$ cat src/verilog/dma_status_pkg.sv
package dma_status_pkg;
  // ==========================================================
  // register map (word offsets chosen locally, byte address)
  // ==========================================================
  localparam logic [7:0] ENGINE_STATUS_OFS = 8'h00;
  localparam logic [7:0] LAST_LOCATION_OFS = 8'h04;
  localparam logic [7:0] CHAN_CTRL_BASE = 8'h10;
  localparam logic [7:0] CHAN_CTRL_STRIDE = 8'h04;
  // ==========================================================
  // channel control fields
  // ==========================================================
  localparam int ACTIVE_FLAG_BIT = 15;
  localparam int CHAIN_DIR_BIT = 8;
  localparam int CHANNEL_ON_BIT = 7;
  localparam int EVENTS_OFF_BIT = 6;
  localparam int CHAIN_PERMIT_BIT = 5;
  localparam int AUTO_REEN_BIT = 4;
  localparam int EVENT_SEEN_BIT = 2;
  localparam int RANK_LSB = 0;
  localparam int DIRECTION_BIT = 3;
  localparam logic [31:0] CTRL_RESET = 32'h0000_0000;
  localparam logic [31:0] ADDR_RESET = 32'h0000_0000;
  localparam int NUM_CHANNELS = 8;
  typedef enum logic [1:0]
  {
    CH_IDLE = 2'b00,
    CH_XFER = 2'b01
  } chan_state_t;
endpackage : dma_status_pkg

$ cat src/verilog/dma_channel_ctrl.sv
// Design decisions made here: the address-and-strobe port and the register addresses.
`timescale 1ns/10ps
module dma_channel_ctrl
  import dma_status_pkg::*;
#(
  parameter int NCH = NUM_CHANNELS
)
(
  input wire logic CLOCK_I, // 250 MHz clock
  input wire logic RST_B_I, // async reset, low
  input wire logic [7:0] ADDR_I, // register byte address
  input wire logic [31:0] WDATA_I, // write data
  input wire logic WR_I, // write strobe
  input wire logic RD_I, // read strobe
  output logic [31:0] RDATA_O, // read data, cycle after RD_I
  input wire logic [NCH-1:0] START_EV_I, // start event per channel
  input wire logic [NCH-1:0] ABORT_EV_I, // abort event per channel
  input wire logic BEAT_DONE_I, // granted channel finished a beat
  input wire logic BEAT_READ_I, // that beat was a read
  input wire logic [31:0] BEAT_ADDR_I, // that beat's address
  input wire logic BLOCK_DONE_I, // that beat ended the block
  output logic GNT_VALID_O, // a channel owns the bus
  output logic [2:0] GNT_CH_O, // owning channel
  output logic [NCH-1:0] BUSY_O // per-channel active flag
);
  // index fields are three bits wide and chaining needs two channels
  if (NCH < 2 || NCH > 8)
  begin : g_bad_nch
    $error("channel count must be 2..8");
  end
  // ==========================================================
  // channel state
  // ==========================================================
  logic [NCH-1:0] on_r;
  logic [NCH-1:0] xfer_r;
  logic [NCH-1:0] seen_r;
  logic [NCH-1:0] chain_dir_r;
  logic [NCH-1:0] evoff_r;
  logic [NCH-1:0] permit_r;
  logic [NCH-1:0] auto_r;
  logic [2*NCH-1:0] rank_r;
  logic [NCH-1:0] done_pulse;
  logic [NCH-1:0] ctl_wr;
  logic [NCH-1:0] req;
  logic gnt_valid;
  logic [2:0] gnt_idx;
  logic owner_r;
  logic [2:0] owner_idx_r;
  logic dir_q;
  logic [2:0] chan_q;
  logic [31:0] addr_q;
  // a channel keeps the bus from its grant until block done or stop
  always_ff @(posedge CLOCK_I or negedge RST_B_I)
  begin
    if (!RST_B_I)
    begin
      owner_r <= 1'b0;
      owner_idx_r <= 3'h0;
    end
    else if (!owner_r && gnt_valid)
    begin
      owner_r <= 1'b1;
      owner_idx_r <= gnt_idx;
    end
    else if (owner_r && BEAT_DONE_I &&
             (BLOCK_DONE_I || !on_r[owner_idx_r]))
      owner_r <= 1'b0;
  end
  assign GNT_VALID_O = owner_r;
  assign GNT_CH_O = owner_idx_r;
  assign req = on_r & xfer_r;
  rank_arbiter #(.N(NCH)) u_arb (
    .req_i(req),
    .rank_i(rank_r),
    .gnt_valid_o(gnt_valid),
    .gnt_idx_o(gnt_idx)
  );
  access_capture u_cap (
    .clk_i(CLOCK_I),
    .rst_b_i(RST_B_I),
    .acc_i(owner_r && BEAT_DONE_I),
    .acc_read_i(BEAT_READ_I),
    .acc_chan_i(owner_idx_r),
    .acc_addr_i(BEAT_ADDR_I),
    .dir_o(dir_q),
    .chan_o(chan_q),
    .addr_o(addr_q)
  );
  // ==========================================================
  // per-channel control
  // ==========================================================
  genvar g;
  generate
    for (g = 0; g < NCH; g++)
    begin : g_ch
      logic chain_hit;
      logic ev_ok;
      assign done_pulse[g] = owner_r && BEAT_DONE_I && BLOCK_DONE_I &&
                             owner_idx_r == 3'(g);
      assign ctl_wr[g] = WR_I &&
        ADDR_I == 8'(CHAN_CTRL_BASE + CHAN_CTRL_STRIDE * 8'(g));
      if (g == 0)
      begin : g_lo
        assign chain_hit = permit_r[g] && chain_dir_r[g]
                           && done_pulse[g+1];
      end
      else if (g == NCH-1)
      begin : g_hi
        assign chain_hit = permit_r[g] && !chain_dir_r[g]
                           && done_pulse[g-1];
      end
      else
      begin : g_mid
        assign chain_hit = permit_r[g] &&
          (chain_dir_r[g] ? done_pulse[g+1] : done_pulse[g-1]);
        chain_dn_a: assert property (@(posedge CLOCK_I)
          disable iff (!RST_B_I)
          (permit_r[g] && chain_dir_r[g] && done_pulse[g+1] && !ctl_wr[g])
          |=> on_r[g])
          else $error("lower neighbour did not chain");
      end
      assign ev_ok = on_r[g] || evoff_r[g];
      always_ff @(posedge CLOCK_I or negedge RST_B_I)
      begin
        if (!RST_B_I)
        begin
          on_r[g] <= CTRL_RESET[CHANNEL_ON_BIT];
          chain_dir_r[g] <= CTRL_RESET[CHAIN_DIR_BIT];
          evoff_r[g] <= CTRL_RESET[EVENTS_OFF_BIT];
          permit_r[g] <= CTRL_RESET[CHAIN_PERMIT_BIT];
          auto_r[g] <= CTRL_RESET[AUTO_REEN_BIT];
          rank_r[2*g +: 2] <= CTRL_RESET[RANK_LSB +: 2];
        end
        else
        begin
          if (ctl_wr[g])
          begin
            on_r[g] <= WDATA_I[CHANNEL_ON_BIT];
            chain_dir_r[g] <= WDATA_I[CHAIN_DIR_BIT];
            evoff_r[g] <= WDATA_I[EVENTS_OFF_BIT];
            permit_r[g] <= WDATA_I[CHAIN_PERMIT_BIT];
            auto_r[g] <= WDATA_I[AUTO_REEN_BIT];
            rank_r[2*g +: 2] <= WDATA_I[RANK_LSB +: 2];
          end
          else if (chain_hit)
            on_r[g] <= 1'b1;
          else if (done_pulse[g] && !auto_r[g])
            on_r[g] <= 1'b0;
        end
      end
      // transfer pending: start event arms, abort or block end clears
      always_ff @(posedge CLOCK_I or negedge RST_B_I)
      begin
        if (!RST_B_I)
        begin
          xfer_r[g] <= 1'b0;
          seen_r[g] <= 1'b0;
        end
        else
        begin
          if (ev_ok && ABORT_EV_I[g])
            xfer_r[g] <= 1'b0;
          else if (ev_ok && START_EV_I[g])
            xfer_r[g] <= 1'b1;
          else if (done_pulse[g])
            xfer_r[g] <= 1'b0;
          // an event in the block-end cycle keeps the flag set
          if (ev_ok && (START_EV_I[g] || ABORT_EV_I[g]))
            seen_r[g] <= 1'b1;
          else if (done_pulse[g] || (ev_ok && ABORT_EV_I[g]))
            seen_r[g] <= 1'b0;
        end
      end
      // busy while enabled or still holding the bus
      assign BUSY_O[g] = on_r[g] ||
                         (owner_r && owner_idx_r == 3'(g));
      // ========================================================
      // per-channel checks
      // ========================================================
      auto_keep_a: assert property (@(posedge CLOCK_I)
        disable iff (!RST_B_I)
        (done_pulse[g] && auto_r[g] && on_r[g] && !ctl_wr[g]) |=> on_r[g])
        else $error("enable dropped with auto reenable");
      events_off_a: assert property (@(posedge CLOCK_I)
        disable iff (!RST_B_I)
        (!on_r[g] && !evoff_r[g] && !seen_r[g]) |=> !seen_r[g])
        else $error("event taken while disabled");
      abort_clear_a: assert property (@(posedge CLOCK_I)
        disable iff (!RST_B_I)
        (ev_ok && ABORT_EV_I[g]) |=> !xfer_r[g])
        else $error("abort left transfer armed");
      rank_pick_a: assert property (@(posedge CLOCK_I)
        disable iff (!RST_B_I)
        (gnt_valid && req[g]) |-> rank_r[2*g +: 2] <= rank_r[2*gnt_idx +: 2])
        else $error("lower rank won arbitration");
      busy_off_a: assert property (@(posedge CLOCK_I)
        disable iff (!RST_B_I)
        (!on_r[g] && !owner_r) |-> !BUSY_O[g])
        else $error("active flag high while idle");
    end
  endgenerate
  // ==========================================================
  // register read port
  // ==========================================================
  function automatic logic [31:0] ctrl_word(input int c);
    logic [31:0] w;
    w = 32'h0;
    w[ACTIVE_FLAG_BIT] = BUSY_O[c];
    w[CHAIN_DIR_BIT] = chain_dir_r[c];
    w[CHANNEL_ON_BIT] = on_r[c];
    w[EVENTS_OFF_BIT] = evoff_r[c];
    w[CHAIN_PERMIT_BIT] = permit_r[c];
    w[AUTO_REEN_BIT] = auto_r[c];
    w[EVENT_SEEN_BIT] = seen_r[c];
    w[RANK_LSB +: 2] = rank_r[2*c +: 2];
    return w;
  endfunction : ctrl_word
  always_ff @(posedge CLOCK_I or negedge RST_B_I)
  begin
    if (!RST_B_I)
      RDATA_O <= 32'h0;
    else if (RD_I)
    begin
      RDATA_O <= 32'h0;
      if (ADDR_I == ENGINE_STATUS_OFS)
        RDATA_O <= {28'h0, dir_q, chan_q};
      else if (ADDR_I == LAST_LOCATION_OFS)
        RDATA_O <= addr_q;
      else
        for (int c = 0; c < NCH; c++)
          if (ADDR_I == 8'(CHAN_CTRL_BASE + CHAN_CTRL_STRIDE * 8'(c)))
            RDATA_O <= ctrl_word(c);
    end
    else
      RDATA_O <= 32'h0;
  end
  // ==========================================================
  // checks
  // ==========================================================
  busy_when_on_a: assert property (@(posedge CLOCK_I)
    disable iff (!RST_B_I)
    on_r[0] |-> BUSY_O[0])
    else $error("active flag low while enabled");
  suspend_waits_a: assert property (@(posedge CLOCK_I)
    disable iff (!RST_B_I)
    (owner_r && !BEAT_DONE_I) |=> owner_r)
    else $error("bus released mid transfer");
  suspend_ends_a: assert property (@(posedge CLOCK_I)
    disable iff (!RST_B_I)
    (owner_r && BEAT_DONE_I && !on_r[owner_idx_r]) |=> !owner_r)
    else $error("bus kept after suspend");
  auto_clear_a: assert property (@(posedge CLOCK_I)
    disable iff (!RST_B_I)
    (done_pulse[0] && !auto_r[0] && !ctl_wr[0] && !g_ch[0].chain_hit)
    |=> !on_r[0])
    else $error("enable kept without auto reenable");
  chain_guard_a: assert property (@(posedge CLOCK_I)
    disable iff (!RST_B_I)
    (!permit_r[1] && !on_r[1] && !ctl_wr[1]) |=> !on_r[1])
    else $error("chained without permit");
  chain_up_a: assert property (@(posedge CLOCK_I)
    disable iff (!RST_B_I)
    (permit_r[1] && !chain_dir_r[1] && done_pulse[0] && !ctl_wr[1])
    |=> on_r[1])
    else $error("higher neighbour did not chain");
  grant_next_a: assert property (@(posedge CLOCK_I)
    disable iff (!RST_B_I)
    (!owner_r && req != '0) |=> owner_r && owner_idx_r == $past(gnt_idx))
    else $error("free bus not granted");
  read_zero_a: assert property (@(posedge CLOCK_I)
    disable iff (!RST_B_I)
    (RD_I && ADDR_I != LAST_LOCATION_OFS) |=> RDATA_O[31:16] == 16'h0)
    else $error("upper half not zero");
  status_dir_a: assert property (@(posedge CLOCK_I)
    disable iff (!RST_B_I)
    (owner_r && BEAT_DONE_I) |=> dir_q == $past(BEAT_READ_I))
    else $error("direction not captured");
  chan_id_a: assert property (@(posedge CLOCK_I)
    disable iff (!RST_B_I)
    (owner_r && BEAT_DONE_I) |=> chan_q == $past(owner_idx_r))
    else $error("channel number not captured");
  seen_set_a: assert property (@(posedge CLOCK_I)
    disable iff (!RST_B_I)
    (on_r[0] && START_EV_I[0] && !done_pulse[0]) |=> seen_r[0])
    else $error("event not flagged");
  block_cov: cover property (@(posedge CLOCK_I) done_pulse[0]);
  chain_cov: cover property (@(posedge CLOCK_I) g_ch[1].chain_hit);
  suspend_cov: cover property (@(posedge CLOCK_I)
    owner_r && !on_r[owner_idx_r]);
  contest_cov: cover property (@(posedge CLOCK_I)
    !owner_r && $countones(req) > 1);
endmodule : dma_channel_ctrl

$ cat src/verilog/rank_arbiter.sv
`timescale 1ns/10ps
module rank_arbiter
  import dma_status_pkg::*;
#(
  parameter int N = 8
)
(
  input wire logic [N-1:0] req_i, // requesting channels
  input wire logic [2*N-1:0] rank_i, // two-bit rank per channel
  output logic gnt_valid_o, // some channel granted
  output logic [2:0] gnt_idx_o // granted channel
);
  // the grant index is three bits wide
  if (N < 1 || N > 8)
  begin : g_bad_n
    $error("arbiter serves 1..8 requesters");
  end
  // highest rank wins, lower index breaks a tie
  always_comb
  begin
    logic [1:0] best;
    best = 2'h0;
    gnt_valid_o = 1'b0;
    gnt_idx_o = 3'h0;
    for (int i = 0; i < N; i++)
    begin
      if (req_i[i] && (!gnt_valid_o || rank_i[2*i +: 2] > best))
      begin
        gnt_valid_o = 1'b1;
        gnt_idx_o = 3'(i);
        best = rank_i[2*i +: 2];
      end
    end
  end
endmodule : rank_arbiter

$ cat src/verilog/access_capture.sv
`timescale 1ns/10ps
module access_capture
  import dma_status_pkg::*;
(
  input wire logic clk_i, // clock
  input wire logic rst_b_i, // async reset, low
  input wire logic acc_i, // bus access beat
  input wire logic acc_read_i, // 1 = read
  input wire logic [2:0] acc_chan_i, // channel doing it
  input wire logic [31:0] acc_addr_i, // address
  output logic dir_o, // last direction
  output logic [2:0] chan_o, // last channel
  output logic [31:0] addr_o // last address
);
  // all three fields load on the same beat
  always_ff @(posedge clk_i or negedge rst_b_i)
  begin
    if (!rst_b_i)
    begin
      dir_o <= 1'b0;
      chan_o <= 3'h0;
      addr_o <= ADDR_RESET;
    end
    else if (acc_i)
    begin
      dir_o <= acc_read_i;
      chan_o <= acc_chan_i;
      addr_o <= acc_addr_i;
    end
  end
  capture_tied_a: assert property (@(posedge clk_i)
    disable iff (!rst_b_i)
    acc_i |=> addr_o == $past(acc_addr_i) && chan_o == $past(acc_chan_i)
      && dir_o == $past(acc_read_i))
    else $error("status fields not loaded together");
endmodule : access_capture

$ cat config.mk
export PLATFORM = sky130hd
export DESIGN_NAME = dma_channel_ctrl
export DESIGN_NICKNAME = d
export VERILOG_FILES = /design/src/verilog/dma_status_pkg.sv /design/src/verilog/dma_channel_ctrl.sv /design/src/verilog/rank_arbiter.sv /design/src/verilog/access_capture.sv
export SDC_FILE = /design/constraint.sdc
export NUM_CORES = 1
export LEC_CHECK = 0
export ABC_AREA = 1
export CAP_MARGIN = 20
export CORE_UTILIZATION = 65
export CTS_BUF_LIST = sky130_fd_sc_hd__clkbuf_2 sky130_fd_sc_hd__clkbuf_4 sky130_fd_sc_hd__clkbuf_8
export CTS_CLUSTER_DIAMETER = 200
export DETAILED_ROUTE_END_ITERATION = 12
export DONT_BUFFER_PORTS = 1
export PLACE_DENSITY_LB_ADDON = 0.1
export SLEW_MARGIN = 10
export SYNTH_ARGS = -nofsm -noshare
export SYNTH_HDL_FRONTEND = slang
export SYNTH_HIERARCHICAL = 1
export SYNTH_SLANG_ARGS = --single-unit
$ cat constraint.sdc
create_clock -name CLOCK_I -period 16 [get_ports CLOCK_I]
set_input_delay 3.2 -clock CLOCK_I [delete_from_list [all_inputs] [get_ports CLOCK_I]]
set_output_delay 3.2 -clock CLOCK_I [all_outputs]
set_load 0.005 [all_outputs]
==> flow_metrics.tcl <==
set metrics [dict create \
    cts_resized 0 \
    tns_ns 0 \
    core_area_um2 11000 \
    die_y_um 109 \
    drive_above_1_share_pct 12.8 \
    place_area_um2 7460 \
    hold_viol 0 \
    antenna_found_initial 0 \
    cts_hold_buf 0 \
    initial_utilization_pct 67.8 \
    setup_viol 0 \
    grt_pass1_vias 5790 \
    p_switching_uw 357 \
    p_sw_share_pct 35.0 \
    cts_tree "yes" \
    hp-class "reg2reg" \
    drt_iter0_drc 553 \
    hold_path_depth 2 \
    seqPwrFrac_pct 49.5 \
    rows 38 \
    rsz0062_at_grt "no" \
    hpwl_um 13500 \
    cts_buffers 17 \
    cts_root_buf "clkbuf_8" \
    diodes 0 \
    r2r_slack_ns 7.89 \
    nets 1029 \
    route.vias.total 6129 \
    relSlewSlack_pct 55.9 \
    crit_fanout 6 \
    postSynth.asyncResetShare_pct 100 \
    cap_violations 0 \
    min_from "u_cap/addr_o[15]" \
    grt_pass1_wl_um 28400 \
    firstDrtPassIters 5 \
    slowest_stage "dfrtp_1" \
    design_area_um2 7850 \
    postRouteAntennaNets 0 \
    syn_to_final_growth_pct 5.01 \
    synth.avg_cell_area_um2 8.07 \
    track_usage_pct 32.5 \
    synth-warning-count 6 \
    pin_count 139 \
    die_area_um2 11900 \
    max_freq_mhz 123 \
    syn_inst 926 \
    critPathArrivalTime_ns 8.44 \
    synth_edf_count 0 \
    dominantRegCellSynth "dfrtp_1" \
    port_buffers 0 \
    cp.required_ns 16.33 \
    p_int_uw 661 \
    postCtsSetupBuffers 0 \
    worst_pin_slew_ns 0.660 \
    routed_wl_um 17800 \
    pwr-share-comb_pct 23.2 \
    crit_type "reg2reg" \
    clkPwrFrac_pct 27.3 \
    synthDistinctLibCells 39 \
    grt_overflow 0 \
    avgViaCountPerCell 5.70 \
    clock_skew_ns 0.00753 \
    ys_seq_area_share_pct 48.2 \
    worst-path-buf-inv 7 \
    layout_common_cells "nand2_1, dfrtp_1, inv_1" \
    min_to "u_cap/addr_o[15]" \
    chipWidth_um 109 \
    power.leakage_nw 3.85 \
    num-fill-cells 865 \
    fin_crit_sh_pct 50.7 \
    drv_slew 0 \
    clk_latency_ns 0.45 \
    peakVddDrop_mv 0.127 \
    syn-num-nets 1031 \
    regToRegEndpoint "GNT_CH_O[2]" \
    clkTransAtPathRegs_ns 0.08 \
    wl_per_cell_um 16.5 \
    slowest_delay_ns 0.48 \
    cts_buffer_depth 2 \
    path_delay_family "simple AND/OR/NAND/NOR gates" \
    htreeDepth 4 \
    status "complete, no violations" \
    cts_sinks 144 \
    drc 0 \
    period_needed_ns 8.11 \
    r2r_cells 55 \
    power.density_nw_per_um2 130 \
    grt_max_degree 145 \
    place.gp.congestion 0.912 \
    syn_area_um2 7470 \
    rr_startpoint "on_r[0]" \
    endpoint_kind "flop" \
    cpMostUsedCell "nand2_1" \
    final_common_cell "nand2_1" \
    synth_seq_cells 144 \
    crit_path_start_kind "flop" \
]
-- worst reg2reg max path: cells and delay by family (launching register included) --
family	cells	cell delay (ns)
adders and majority gates	7	1.97
and+or+nand+nor	29	2.85
DFF	1	0.48
AOI/OAI and AO/OA	12	2.11
buffers and inverters	7	0.60
-- cells in the mapped netlist (3+ instances only) --
cell | number | area share, %
nand3_2 | 6 | 0.80
nand2_4 | 8 | 1.2
a21oi_1 | 25 | 1.7
o22ai_1 | 5 | 0.42
buf_6 | 9 | 1.4
buf_2 | 7 | 0.47
or2_0 | 4 | 0.33
o31ai_1 | 6 | 0.60
or2_2 | 3 | 0.25
dfrtp_1 | 144 | 48
a31oi_1 | 6 | 0.50
o211ai_1 | 3 | 0.30
o21ai_0 | 60 | 4.0
nand3_1 | 45 | 3.0
nor2_4 | 14 | 2.1
o21ai_2 | 8 | 0.94
nand2_2 | 26 | 2.2
a21boi_0 | 6 | 0.60
ha_1 | 10 | 1.7
nor3_1 | 4 | 0.27
nor2_1 | 74 | 3.7
nand4_1 | 9 | 0.75
inv_2 | 13 | 0.65
inv_1 | 81 | 4.1
buf_4 | 5 | 0.50
nand2_1 | 297 | 15
nand3_4 | 4 | 0.94
o21ai_1 | 30 | 2.0
-- area by class of cell --
cell class	count	area, um2	area share, %
flip-flops and latches	144	3600	45.9
multi-input cells	662	3300	42.0
inverters	98	380	4.85
clock buffers	18	248	3.16
well taps	140	175	2.23
clock inverters	13	138	1.75
repair buffers	1	7.51	0.0956
-- logic make-up after synthesis --
kind of cell             share of synthesized area, %
AO/OA/AOI/OAI                                    11.4
adder cells (fa/ha/maj)                          1.67
buffers and inverters                            7.68
flip-flops                                       48.2
AND/OR/NAND/NOR                                  31.0
-- registers in the layout (all words and copies together), names as in the netlist --
signal	count
xfer_r	8
u_cap/chan_o	3
seen_r	8
u_cap/dir_o	1
evoff_r	8
auto_r	8
permit_r	8
rank_r	16
RDATA_O	32
GNT_CH_O	3
GNT_VALID_O	1
u_cap/addr_o	32
chain_dir_r	8
on_r	8
-- routing by layer --
layer | global-route usage, % | vias to the layer above | routed length (um)
met5 | 0 | - | 0
met4 | 9.81 | 0 | 308
met3 | 11.7 | 35 | 1620
met2 | 51.1 | 236 | 8430
met1 | 42.4 | 2886 | 7430
li1 | - | 2972 | -
-- worst max path at each step --
stage | start | to | slack (ns) | cells past startpoint
finish | on_r[0] | GNT_CH_O[2] | 7.89 | 55
global route | on_r[0] | GNT_CH_O[2] | 6.97 | 55
CTS | on_r[0] | GNT_CH_O[2] | 7.93 | 55
detailed placement | on_r[0] | GNT_CH_O[2] | 8.00 | 55
global placement | on_r[0] | GNT_CH_O[2] | 8.30 | 55
floorplan | on_r[0] | GNT_CH_O[2] | 8.96 | 55
-- power groups by stage --
stage	clock [mW]	combinational, mW	sequential, mW
2_1_floorplan	0	0.199	0.487
3_3_place_gp	0	0.223	0.505
3_5_place_dp	0	0.234	0.509
4_1_cts	0.282	0.235	0.502
5_1_grt	0.300	0.271	0.514
6_report	0.278	0.236	0.504
-- per-stage QoR --
| step | setup slack, ns | total power, mW | cells | utilization [%] | hold WS [ns] |
|---|---|---|---|---|---|
| after floorplan | 8.96 | 0.686 | 926 | - | 0.435 |
| after global placement | 8.30 | 0.729 | 1045 | 67.7 | 0.449 |
| after detailed placement | 8.00 | 0.742 | 1045 | 67.7 | 0.454 |
| after CTS | 7.93 | 1.02 | 1076 | 71.2 | 0.474 |
| after global routing | 6.97 | 1.08 | 1076 | 71.2 | 0.493 |
| final | 7.89 | 1.02 | 1076 | 71.2 | 0.476 |
Note: power is estimated with default switching activity, not from simulation.
